==> src/mpcw_pkg.sv <==
// Constants and helpers shared by the multi-pin configuration writer
package mpcw_pkg;

  // ------------------------------------------------------------
  // Group geometry
  // ------------------------------------------------------------
  localparam int MPCW_GROUP_PINS = 32;
  localparam int MPCW_HALF_PINS = 16;
  localparam int MPCW_FUNC_W = 4;
  localparam int MPCW_CFG_BYTE_W = 8;
  localparam int MPCW_GROUP_ADDR_LSB = 7;

  // ------------------------------------------------------------
  // Offsets inside one group
  // ------------------------------------------------------------
  localparam logic [6:0] MPCW_OFF_DIR = 7'h00;
  localparam logic [6:0] MPCW_OFF_MULTI = 7'h28;
  localparam logic [6:0] MPCW_OFF_FUNC = 7'h30;
  localparam logic [6:0] MPCW_OFF_CFG = 7'h40;

  // ------------------------------------------------------------
  // Fields of the multi-pin configuration write
  // ------------------------------------------------------------
  localparam int MPCW_HALF_SEL_BIT = 31;
  localparam int MPCW_CFG_TRIG_BIT = 30;
  localparam int MPCW_MUX_TRIG_BIT = 28;
  localparam int MPCW_FUNC_LSB = 24;
  localparam int MPCW_DRV_BIT = 22;
  localparam int MPCW_PULL_BIT = 18;
  localparam int MPCW_INBUF_BIT = 17;
  localparam int MPCW_PSEL_BIT = 16;
  localparam int MPCW_MASK_LSB = 0;

  // ------------------------------------------------------------
  // Fields of one pin configuration byte
  // ------------------------------------------------------------
  localparam int MPCW_CFGB_PSEL = 0;
  localparam int MPCW_CFGB_INBUF = 1;
  localparam int MPCW_CFGB_PULL = 2;
  localparam int MPCW_CFGB_DRV = 6;

  // ------------------------------------------------------------
  // Reset values
  // ------------------------------------------------------------
  localparam logic MPCW_RST_DIR = 1'b0;
  localparam logic [3:0] MPCW_RST_FUNC = 4'h0;
  localparam logic MPCW_RST_CFG = 1'b0;
  localparam logic [31:0] MPCW_READ_ZERO = 32'h0000_0000;

  // Packs one pin's configuration bits into its byte
  function automatic logic [7:0] mpcw_cfg_pack(input logic drv, input logic pull, input logic inbuf,
                                               input logic psel);
    logic [7:0] b;
    b = 8'h00;
    b[MPCW_CFGB_DRV] = drv;
    b[MPCW_CFGB_PULL] = pull;
    b[MPCW_CFGB_INBUF] = inbuf;
    b[MPCW_CFGB_PSEL] = psel;
    return b;
  endfunction

endpackage

==> src/mpcw_pin_cell.sv <==
// Storage of one pin: direction, function code and configuration bits
`timescale 1ns/1ps
module mpcw_pin_cell (
  input wire logic mclk_i,
  input wire logic srst_i,
  input wire logic dir_we_i,
  input wire logic dir_i,
  input wire logic func_we_i,
  input wire logic [mpcw_pkg::MPCW_FUNC_W-1:0] func_i,
  input wire logic cfg_we_i,
  input wire logic drv_i,
  input wire logic pull_i,
  input wire logic inbuf_i,
  input wire logic psel_i,
  output logic dir_o,
  output logic [mpcw_pkg::MPCW_FUNC_W-1:0] func_o,
  output logic drv_o,
  output logic pull_o,
  output logic inbuf_o,
  output logic psel_o
);
  import mpcw_pkg::*;

  // ------------------------------------------------------------
  // Pin registers
  // ------------------------------------------------------------
  always_ff @(posedge mclk_i) begin
    if (srst_i) begin
      dir_o <= MPCW_RST_DIR;
      func_o <= MPCW_RST_FUNC;
      drv_o <= MPCW_RST_CFG;
      pull_o <= MPCW_RST_CFG;
      inbuf_o <= MPCW_RST_CFG;
      psel_o <= MPCW_RST_CFG;
    end else begin
      if (dir_we_i) begin
        dir_o <= dir_i;
      end
      if (func_we_i) begin
        func_o <= func_i;
      end
      if (cfg_we_i) begin
        drv_o <= drv_i;
        pull_o <= pull_i;
        inbuf_o <= inbuf_i;
        psel_o <= psel_i;
      end
    end
  end

endmodule

==> src/mpcw_top.sv <==
// Pin controller register port with the multi-pin configuration write
//
// Function
// - Mux trigger set updates selected pins' function registers; clear leaves them.
// - Mux trigger loads bits 27:24 into each selected pin's function register.
// - Config trigger copies bit 22 into each selected pin's drive strength.
// - Config trigger copies bit 18 into each selected pin's pull enable.
// - Config trigger copies bit 17 into each selected pin's input buffer enable.
// - Config trigger copies bit 16 into each selected pin's peripheral select enable.
// - Mask bits 15:0 pick pins inside the half-word chosen by half select.
// - Mask bit zero keeps a pin unchanged; mask bit one updates it.
// - Reading the multi-pin configuration register always returns zero.
// - Pins form groups of exactly 32, each with its own register set.
// - First group at base with direction at 0x00; next group at 0x80.
//
// Design decisions made here: the register offsets and the Avalon-MM slave port.
`timescale 1ns/1ps
module mpcw_top #(
  parameter int NUM_GROUPS = 2,
  parameter int ADDR_W = 8
) (
  input wire logic mclk_i,
  input wire logic srst_i,
  input wire logic [ADDR_W-1:0] avs_address_i,
  input wire logic avs_read_i,
  input wire logic avs_write_i,
  input wire logic [31:0] avs_writedata_i,
  input wire logic [3:0] avs_byteenable_i,
  output logic [31:0] avs_readdata_o,
  output logic avs_waitrequest_o,
  output logic [NUM_GROUPS*mpcw_pkg::MPCW_GROUP_PINS-1:0] pin_dir_o,
  output logic [NUM_GROUPS*mpcw_pkg::MPCW_GROUP_PINS*mpcw_pkg::MPCW_FUNC_W-1:0] pin_function_register_o,
  output logic [NUM_GROUPS*mpcw_pkg::MPCW_GROUP_PINS-1:0] drive_strength_select_o,
  output logic [NUM_GROUPS*mpcw_pkg::MPCW_GROUP_PINS-1:0] pull_resistor_enable_o,
  output logic [NUM_GROUPS*mpcw_pkg::MPCW_GROUP_PINS-1:0] input_buffer_enable_o,
  output logic [NUM_GROUPS*mpcw_pkg::MPCW_GROUP_PINS-1:0] peripheral_select_enable_o
);
  import mpcw_pkg::*;

  localparam int NPINS = NUM_GROUPS * MPCW_GROUP_PINS;
  localparam int GRP_W = ADDR_W - MPCW_GROUP_ADDR_LSB;

  // ------------------------------------------------------------
  // Bus handshake
  // ------------------------------------------------------------
  logic ack_q;
  logic ack_d;
  logic [31:0] readdata_q;
  logic [31:0] rd_word;
  wire req = avs_read_i | avs_write_i;
  wire wr_fire = avs_write_i & ack_q;
  wire rd_take = avs_read_i & ~ack_q;

  assign ack_d = req & ~ack_q;
  assign avs_waitrequest_o = req & ~ack_q;
  assign avs_readdata_o = readdata_q;

  always_ff @(posedge mclk_i) begin
    if (srst_i) begin
      ack_q <= 1'b0;
    end else begin
      ack_q <= ack_d;
    end
  end

  always_ff @(posedge mclk_i) begin
    if (srst_i) begin
      readdata_q <= MPCW_READ_ZERO;
    end else if (rd_take) begin
      readdata_q <= rd_word;
    end
  end

  // ------------------------------------------------------------
  // Address decode
  // ------------------------------------------------------------
  wire [GRP_W-1:0] grp = avs_address_i[ADDR_W-1:MPCW_GROUP_ADDR_LSB];
  wire [6:0] off = avs_address_i[MPCW_GROUP_ADDR_LSB-1:0];
  wire grp_ok = (int'(grp) < NUM_GROUPS);
  wire word_ok = (off[1:0] == 2'b00);
  wire is_dir = word_ok & (off == MPCW_OFF_DIR);
  wire is_multi = word_ok & (off == MPCW_OFF_MULTI);
  wire is_func = word_ok & (off[6:4] == MPCW_OFF_FUNC[6:4]);
  wire is_cfg = word_ok & (off[6:5] == MPCW_OFF_CFG[6:5]);

  // Byte enables mask the write data; a disabled byte acts as zeros
  wire [31:0] be_mask = {{8{avs_byteenable_i[3]}}, {8{avs_byteenable_i[2]}},
                         {8{avs_byteenable_i[1]}}, {8{avs_byteenable_i[0]}}};
  wire [31:0] wd = avs_writedata_i & be_mask;

  // ------------------------------------------------------------
  // Multi-pin write fields
  // ------------------------------------------------------------
  wire multi_fire = wr_fire & is_multi & grp_ok;
  wire half_sel = wd[MPCW_HALF_SEL_BIT];
  wire mux_trig = wd[MPCW_MUX_TRIG_BIT];
  wire cfg_trig = wd[MPCW_CFG_TRIG_BIT];
  wire [MPCW_FUNC_W-1:0] new_func = wd[MPCW_FUNC_LSB +: MPCW_FUNC_W];
  wire [MPCW_HALF_PINS-1:0] pin_mask = wd[MPCW_MASK_LSB +: MPCW_HALF_PINS];

  // ------------------------------------------------------------
  // Read-back vectors
  // ------------------------------------------------------------
  logic [NPINS*MPCW_CFG_BYTE_W-1:0] cfg_all;
  wire [GRP_W+6:0] func_base = {grp, off[3:2], 5'b00000};
  wire [GRP_W+7:0] cfg_base = {grp, off[4:2], 5'b00000};
  wire [GRP_W+4:0] dir_base = {grp, 5'b00000};
  wire [31:0] func_word = pin_function_register_o[func_base +: 32];
  wire [31:0] cfg_word = cfg_all[cfg_base +: 32];
  wire [31:0] dir_word = pin_dir_o[dir_base +: 32];

  // Multi-pin register and unmapped offsets read zero
  assign rd_word = !grp_ok ? MPCW_READ_ZERO :
                   is_dir ? dir_word :
                   is_func ? func_word :
                   is_cfg ? cfg_word :
                   MPCW_READ_ZERO;

  // ------------------------------------------------------------
  // Pin cells
  // ------------------------------------------------------------
  for (genvar p = 0; p < NPINS; p++) begin : g_pin
    localparam int G = p / MPCW_GROUP_PINS;
    localparam int L = p % MPCW_GROUP_PINS;
    localparam int FB = (L % 8) * MPCW_FUNC_W;
    localparam int CB = (L % 4) * MPCW_CFG_BYTE_W;
    logic grp_hit;
    logic multi_sel;
    logic func_direct;
    logic cfg_direct;
    logic dir_we;
    logic func_we;
    logic cfg_we;
    logic [MPCW_FUNC_W-1:0] func_val;
    logic drv_val;
    logic pull_val;
    logic inbuf_val;
    logic psel_val;

    // Each group decodes its own copy of the register set
    assign grp_hit = (grp == GRP_W'(G));
    // Pin chosen by half select and its mask bit
    assign multi_sel = multi_fire & grp_hit & (half_sel == 1'(L / MPCW_HALF_PINS))
                       & pin_mask[L % MPCW_HALF_PINS];
    assign func_direct = wr_fire & is_func & grp_hit & (off[3:2] == 2'(L / 8)) & avs_byteenable_i[(L % 8) / 2];
    assign cfg_direct = wr_fire & is_cfg & grp_hit & (off[4:2] == 3'(L / 4)) & avs_byteenable_i[L % 4];
    assign dir_we = wr_fire & is_dir & grp_hit & avs_byteenable_i[L / 8];
    // Trigger bits choose which registers the multi write touches
    assign func_we = (multi_sel & mux_trig) | func_direct;
    assign cfg_we = (multi_sel & cfg_trig) | cfg_direct;
    assign func_val = multi_sel ? new_func : wd[FB +: MPCW_FUNC_W];
    assign drv_val = multi_sel ? wd[MPCW_DRV_BIT] : wd[CB + MPCW_CFGB_DRV];
    assign pull_val = multi_sel ? wd[MPCW_PULL_BIT] : wd[CB + MPCW_CFGB_PULL];
    assign inbuf_val = multi_sel ? wd[MPCW_INBUF_BIT] : wd[CB + MPCW_CFGB_INBUF];
    assign psel_val = multi_sel ? wd[MPCW_PSEL_BIT] : wd[CB + MPCW_CFGB_PSEL];

    // All selected cells load on the same edge
    mpcw_pin_cell u_cell (
      .mclk_i(mclk_i),
      .srst_i(srst_i),
      .dir_we_i(dir_we),
      .dir_i(wd[L]),
      .func_we_i(func_we),
      .func_i(func_val),
      .cfg_we_i(cfg_we),
      .drv_i(drv_val),
      .pull_i(pull_val),
      .inbuf_i(inbuf_val),
      .psel_i(psel_val),
      .dir_o(pin_dir_o[p]),
      .func_o(pin_function_register_o[p*MPCW_FUNC_W +: MPCW_FUNC_W]),
      .drv_o(drive_strength_select_o[p]),
      .pull_o(pull_resistor_enable_o[p]),
      .inbuf_o(input_buffer_enable_o[p]),
      .psel_o(peripheral_select_enable_o[p])
    );

    assign cfg_all[p*MPCW_CFG_BYTE_W +: MPCW_CFG_BYTE_W] =
      mpcw_cfg_pack(drive_strength_select_o[p], pull_resistor_enable_o[p],
                    input_buffer_enable_o[p], peripheral_select_enable_o[p]);
  end

endmodule
==> config.mk <==
export PLATFORM = sky130hd
export DESIGN_NAME = mpcw_top
export DESIGN_NICKNAME = d
export VERILOG_FILES = /design/src/mpcw_pkg.sv /design/src/mpcw_pin_cell.sv /design/src/mpcw_top.sv
export SDC_FILE = /design/constraint.sdc
export NUM_CORES = 2
export LEC_CHECK = 0
export BUFFER_PORTS_ARGS = -buffer_cell sky130_fd_sc_hd__buf_2
export CORE_UTILIZATION = 40
export CTS_CLUSTER_SIZE = 20
export DETAILED_ROUTE_END_ITERATION = 6
export MAX_ROUTING_LAYER = met4
export PLACE_DENSITY = 0.67
export SYNTH_ARGS = -nofsm -noshare
export SYNTH_HDL_FRONTEND = slang
export SYNTH_HIERARCHICAL = 1
export SYNTH_SLANG_ARGS = --single-unit
==> constraint.sdc <==
create_clock -name mclk_i -period 4.5 [get_ports mclk_i]
set_input_delay 0.45 -clock mclk_i [delete_from_list [all_inputs] [get_ports mclk_i]]
set_output_delay 0.45 -clock mclk_i [all_outputs]
set_load 0.02 [all_outputs]
# Yosys cells after proc, flatten, opt, wreduce, memory -nomap -nowiden
# Cells that the tools add are included.
# classes
eq_ne	13
shift	3
muxes	251
bitwise_logic	476
n_reduce_logical	4
# op_table
op	n
$shiftx A512 B10 Y32	1
$and A1 B1 Y1	343
$shiftx A256 B9 Y32	1
$mux W4	56
$mux W1	192
$or A1 B1 Y1	129
$mux W32	3
$shiftx A64 B7 Y32	1
$and A32 B32 Y32	1
$eq A3 B3 Y1 const B	4
$eq A3 B2 Y1 const B	3
$eq A7 B6 Y1 const B	1
$logic_not A7 Y1	1
$eq A2 B2 Y1 const B	3
$logic_not A2 Y1	2
$eq A3 B1 Y1 const B	1
$logic_not A3 Y1	1
$not A1 Y1	3
$eq A2 B1 Y1 const B	1
# totals
regBits	609
in_bits	48
output_inout_bits	609

# Logic depth before layout (Yosys ltp)
# logic_depth
ltp_word	8
depth_mapped	12

# Cells and area by module
# Netlist, hierarchy kept.
# by_module_without_submodules
mod	instances	cells_each	area_each_um2	seq_area_each_um2
mpcw_pin_cell	64	30	319.1	180.2
mpcw_top	1	2045	12562.0	660.6

# Worst setup path after synthesis
# OpenSTA, ideal clock, no wires.
# synth_timing
path_type	in2reg
from	input port avs_address_i[2]
to	register g_pin[22].u_cell.dir_o
arrival_time_ns	3.309
required_ns	4.383
slack_ns	1.074
path_stages	8
path_buffers	3
cell_sequence	buf_2 or2_2 buf_2 or4_4 clkbuf_1 nor4b_1 mux2i_1 nor2_1
# synth_between
elab_chain_len	5
# synth_rtl
element	line_no	rtl
start, declared	mpcw_top.sv:24	input wire logic [ADDR_W-1:0] avs_address_i,
$logic_not A7 Y1	mpcw_top.sv:81	wire is_dir = word_ok & (off == MPCW_OFF_DIR);
$and A1 B1 Y1	mpcw_top.sv:81	
$and A1 B1 Y1 (3 in a row)	--	
via g_pin[16].dir_we	mpcw_top.sv:131	logic dir_we;
end signal, assigned	mpcw_pin_cell.sv:37	dir_o <= dir_i;
end, declared	mpcw_pin_cell.sv:15	output logic dir_o,
# The timed path passes the listed nets, and every way through them passes these cells.
# A chain may end at the register's enable or synchronous reset.

# Final worst setup path
# layout_timing
from	register ack_q
to	register g_pin[31].u_cell.drv_o
# layout_between
elab_chain_len	7
# layout_rtl
element	line_no	rtl
start, declared	mpcw_top.sv:46	logic ack_q;
start signal, assigned	mpcw_top.sv:62	ack_q <= ack_d;
$and A1 B1 Y1 *	mpcw_top.sv:51	wire wr_fire = avs_write_i & ack_q;
$and A1 B1 Y1	mpcw_top.sv:94	wire multi_fire = wr_fire & is_multi & grp_ok;
$and A1 B1 Y1 (2 in a row)	mpcw_top.sv:143	assign multi_sel = multi_fire & grp_hit & (half_sel == 1'(L / MPCW_HALF_PINS))
$and A1 B1 Y1	mpcw_top.sv:144	& pin_mask[L % MPCW_HALF_PINS];
$and A1 B1 Y1	mpcw_top.sv:150	assign cfg_we = (multi_sel & cfg_trig) | cfg_direct;
$or A1 B1 Y1 *	mpcw_top.sv:150	
via g_pin[31].cfg_we	mpcw_top.sv:133	logic cfg_we;
end signal, assigned	mpcw_pin_cell.sv:43	drv_o <= drv_i;
end, declared	mpcw_pin_cell.sv:17	output logic drv_o,
# Mark *: on every way through the listed nets, which the timed path passes. The rest lies on a longest branch.

==> results.py <==
metrics = {
    "run_status": {
        "status": "finished with violations",
        "violations": "DRC",
    },
    "logic_synthesis": {
        "async_reset_ff_share_pct": 0,
        "synthTopCellsByCount": "mux2i_1, nor2_1, dfxtp_1",
        "yosys_warnings": 6,
        "synth_cells": 3965,
        "yosysSeqAreaShare_pct": 37.0,
        "ys_ff_latch": 609,
        "synth.most_common_cell": "mux2i_1",
        "synth_ff_type": "dfxtp_1",
        "syn-num-nets": 4013,
        "netlist_area_um2": 33000,
        "synth_area_leader_cell": "dfxtp_1",
        "yosysUniqueCellTypes": 52,
        "synth_top_area_share_pct": 37.0,
        "avgSynthCellArea_um2": 8.32,
        "synth_edf_count": 0,
        "synthTopCellsByArea": "dfxtp_1, mux2i_1, nor2_1",
    },
    "cells_and_area": {
        "syn2layout_area_growth_pct": 19.5,
        "drive_gt1_share_pct": 24.3,
        "utilization_pct": 48.6,
        "nets": 4473,
        "fin_cells": 5556,
    },
    "routing": {
        "vias_per_cell": 5.99,
        "drc": 1,
        "antenna_left": 0,
        "vias": 33289,
        "first_pass_iters": 7,
        "drt_wl_total_um": 168000,
        "drt_iter0_drc": 3983,
        "wl_per_cell_um": 30.2,
    },
    "placed_design": {
        "dp_hpwl_um": 122000,
        "place_worst_setup_slack_ns": 1.05,
        "globalplace.congestion": 0.983,
        "portBuffers": 656,
        "dp_cells": 5412,
    },
    "sta": {
        "max_freq_ghz": 0.296,
        "finClkSkew_ns": 0.0208,
        "tightest_slew_ns": 1.17,
        "hold_viol_final": 0,
        "rsz0062_at_grt": "false",
        "max_slew_margin_pct": 21.1,
        "setup-tns-final_ns": 0,
        "finalWorstSetupSlack_ns": 1.12,
        "min_period_over_period_pct": 75.2,
        "setup_viol": 0,
        "finalCriticalPeriod_ns": 3.38,
        "slew_viol_final": 0,
    },
    "floorplan": {
        "design.core.area_um2": 81100,
        "row_count": 104,
        "pin_count": 657,
        "die-area_um2": 83600,
        "die_h_um": 289,
        "fp.dieW_um": 289,
        "start_util_pct": 40.7,
    },
    "power_and_ir_drop": {
        "power_density_nw_per_um2": 316,
        "leakagePower_nw": 15.6,
        "max-vdd-ir-drop_v": 0.000236,
    },
    "setup_path": {
        "r2r_slack_ns": 1.12,
        "critPathLaunchType": "register",
        "criticalPathCategory": "register to register",
        "crit_required_ns": 4.99,
        "slowest_stage": "nor2_1",
        "cp_max_fo": 16,
        "path_cells": "and2_1 > nand4b_1 > nor2_1 > buf_4 > a21oi_1 > nor2b_1 > mux2i_1 > nor2_1",
        "crit_top_cell": "nor2_1",
        "path_delay_family": "simple AND/OR/NAND/NOR gates",
        "critical_path_arrival_ns": 3.87,
        "cp-end-kind": "register",
        "cp_num_buf_inv": 1,
        "max_stage_delay_ns": 0.71,
    },
    "clock_network": {
        "htreeDepth": 3,
        "cts_tree": "done",
        "cts.clk_slew.worst_paths_ns": 0.06,
        "cts.repair.resized": 0,
        "cts_setup_buffers": 0,
        "cts-root-buf": "clkbuf_16",
        "clk_path_buf_depth": 3,
        "cts_made_buffers": 71,
        "clk_latency_ns": 0.63,
        "cts_hold_buf": 0,
        "clkSinkCount": 609,
    },
    "hold_path": {
        "hold_class": "input pin to register",
    },
    "global_routing": {
        "grt_pass1_vias": 30208,
        "grt_max_degree": 137,
        "grt.overflow.total": 0,
        "track_usage_pct": 39.6,
        "grt_antenna_before_repair": 15,
        "grt_pass1_wl_um": 230000,
    },
    "job": {
        "drv_cap": 0,
    },
}
[power by group]
part           switching (W)  leakage (nW)  internal [W]
clock                0.00249          1.19       0.00358
sequential        0.00000973          4.91       0.00540
combinational       0.000750          9.54      0.000237
total                0.00325          15.6       0.00922
[through the flow]
stage | area, um^2 | hold slack (ns) | power, W
after floorplan | 33000 | 0.474 | 0.00610
after global placement | 37000 | 0.488 | 0.00648
after detailed placement | 37000 | 0.494 | 0.00648
after CTS | 39400 | 0.136 | 0.0125
after global routing | 39400 | 0.219 | 0.0127
final | 39400 | 0.177 | 0.0125
[final timing paths]
kind / from / to / cells after the start
setup / recovery: ack_q$_SDFF_PP0_ / g_pin[31].u_cell/drv_o$_SDFFE_PP0P_ / 8
hold reg to reg: avs_readdata_o[4]$_SDFFE_PP0P_ / avs_readdata_o[4]$_SDFFE_PP0P_ / 2
setup reg to reg: ack_q$_SDFF_PP0_ / g_pin[31].u_cell/drv_o$_SDFFE_PP0P_ / 8
hold / removal: avs_read_i / ack_q$_SDFF_PP0_ / 3
[registers in the layout (all words and copies together) (netlist names)]
register,count
g_pin.u_cell/dir_o,64
g_pin.u_cell/inbuf_o,64
g_pin.u_cell/func_o,256
g_pin.u_cell/psel_o,64
g_pin.u_cell/drv_o,64
ack_q,1
avs_readdata_o,32
g_pin.u_cell/pull_o,64
[cell families (layout without fill, tap and decap cells)]
kind of cell           count (synthesis)  after routing  synth area share (%)
AOI/OAI and AO/OA                    768            768                  13.5
buffers and inverters                465            977                  6.46
DFF                                  609            609                  37.0
muxes                                795            795                  26.3
other                                  0             19                     0
and+or+nand+nor                     1328           1328                  16.8
[layout by cell type (no fill, tap or decap), types with 16 or more instances in the layout]
cell	n
buf_4	158
nand2_1	502
nor3_1	21
nand2b_1	17
clkinv_2	18
o21ai_0	471
nor2_4	16
dfxtp_1	609
a211oi_1	37
nor2b_1	24
nor2_1	670
mux2i_1	711
clkbuf_16	76
mux4_2	54
inv_1	21
diode_2	19
o21a_1	43
nor2_2	20
o22ai_1	39
a21oi_1	86
mux2_2	30
clkbuf_8	17
o221ai_1	16
buf_2	652
a22o_1	30
[cell type report]
cell class              instances  area [um^2]
repair buffers                819         4610
flip-flops and latches        609        12200
clock inverters                20          218
multi-input cells            2891        18700
inverters                      33          130
clock buffers                 105         2180
fillers                      7890        41700
well taps                    1060         1330
diodes                         19         47.5
[worst reg2reg max path, delay by kind of cell, from the launching register on]
family	cells	cell delay [ns]
and+or+nand+nor	5	2.15
DFF	1	0.46
buffers and inverters	1	0.31
muxes	1	0.25
AOI/OAI and AO/OA	1	0.07
[routing by layer]
metal  vias up  GRT usage [%]  part of all wire (%)  wire, um
met4         0           22.6                   6.2     10300
met5         -              -                     0         0
met1     16018           49.0                    39     65100
met3       450           10.4                    11     18900
met2      2276           57.9                    44     73300
li1      14545              -                     -         -
Note: power is estimated with default switching activity, not from simulation.
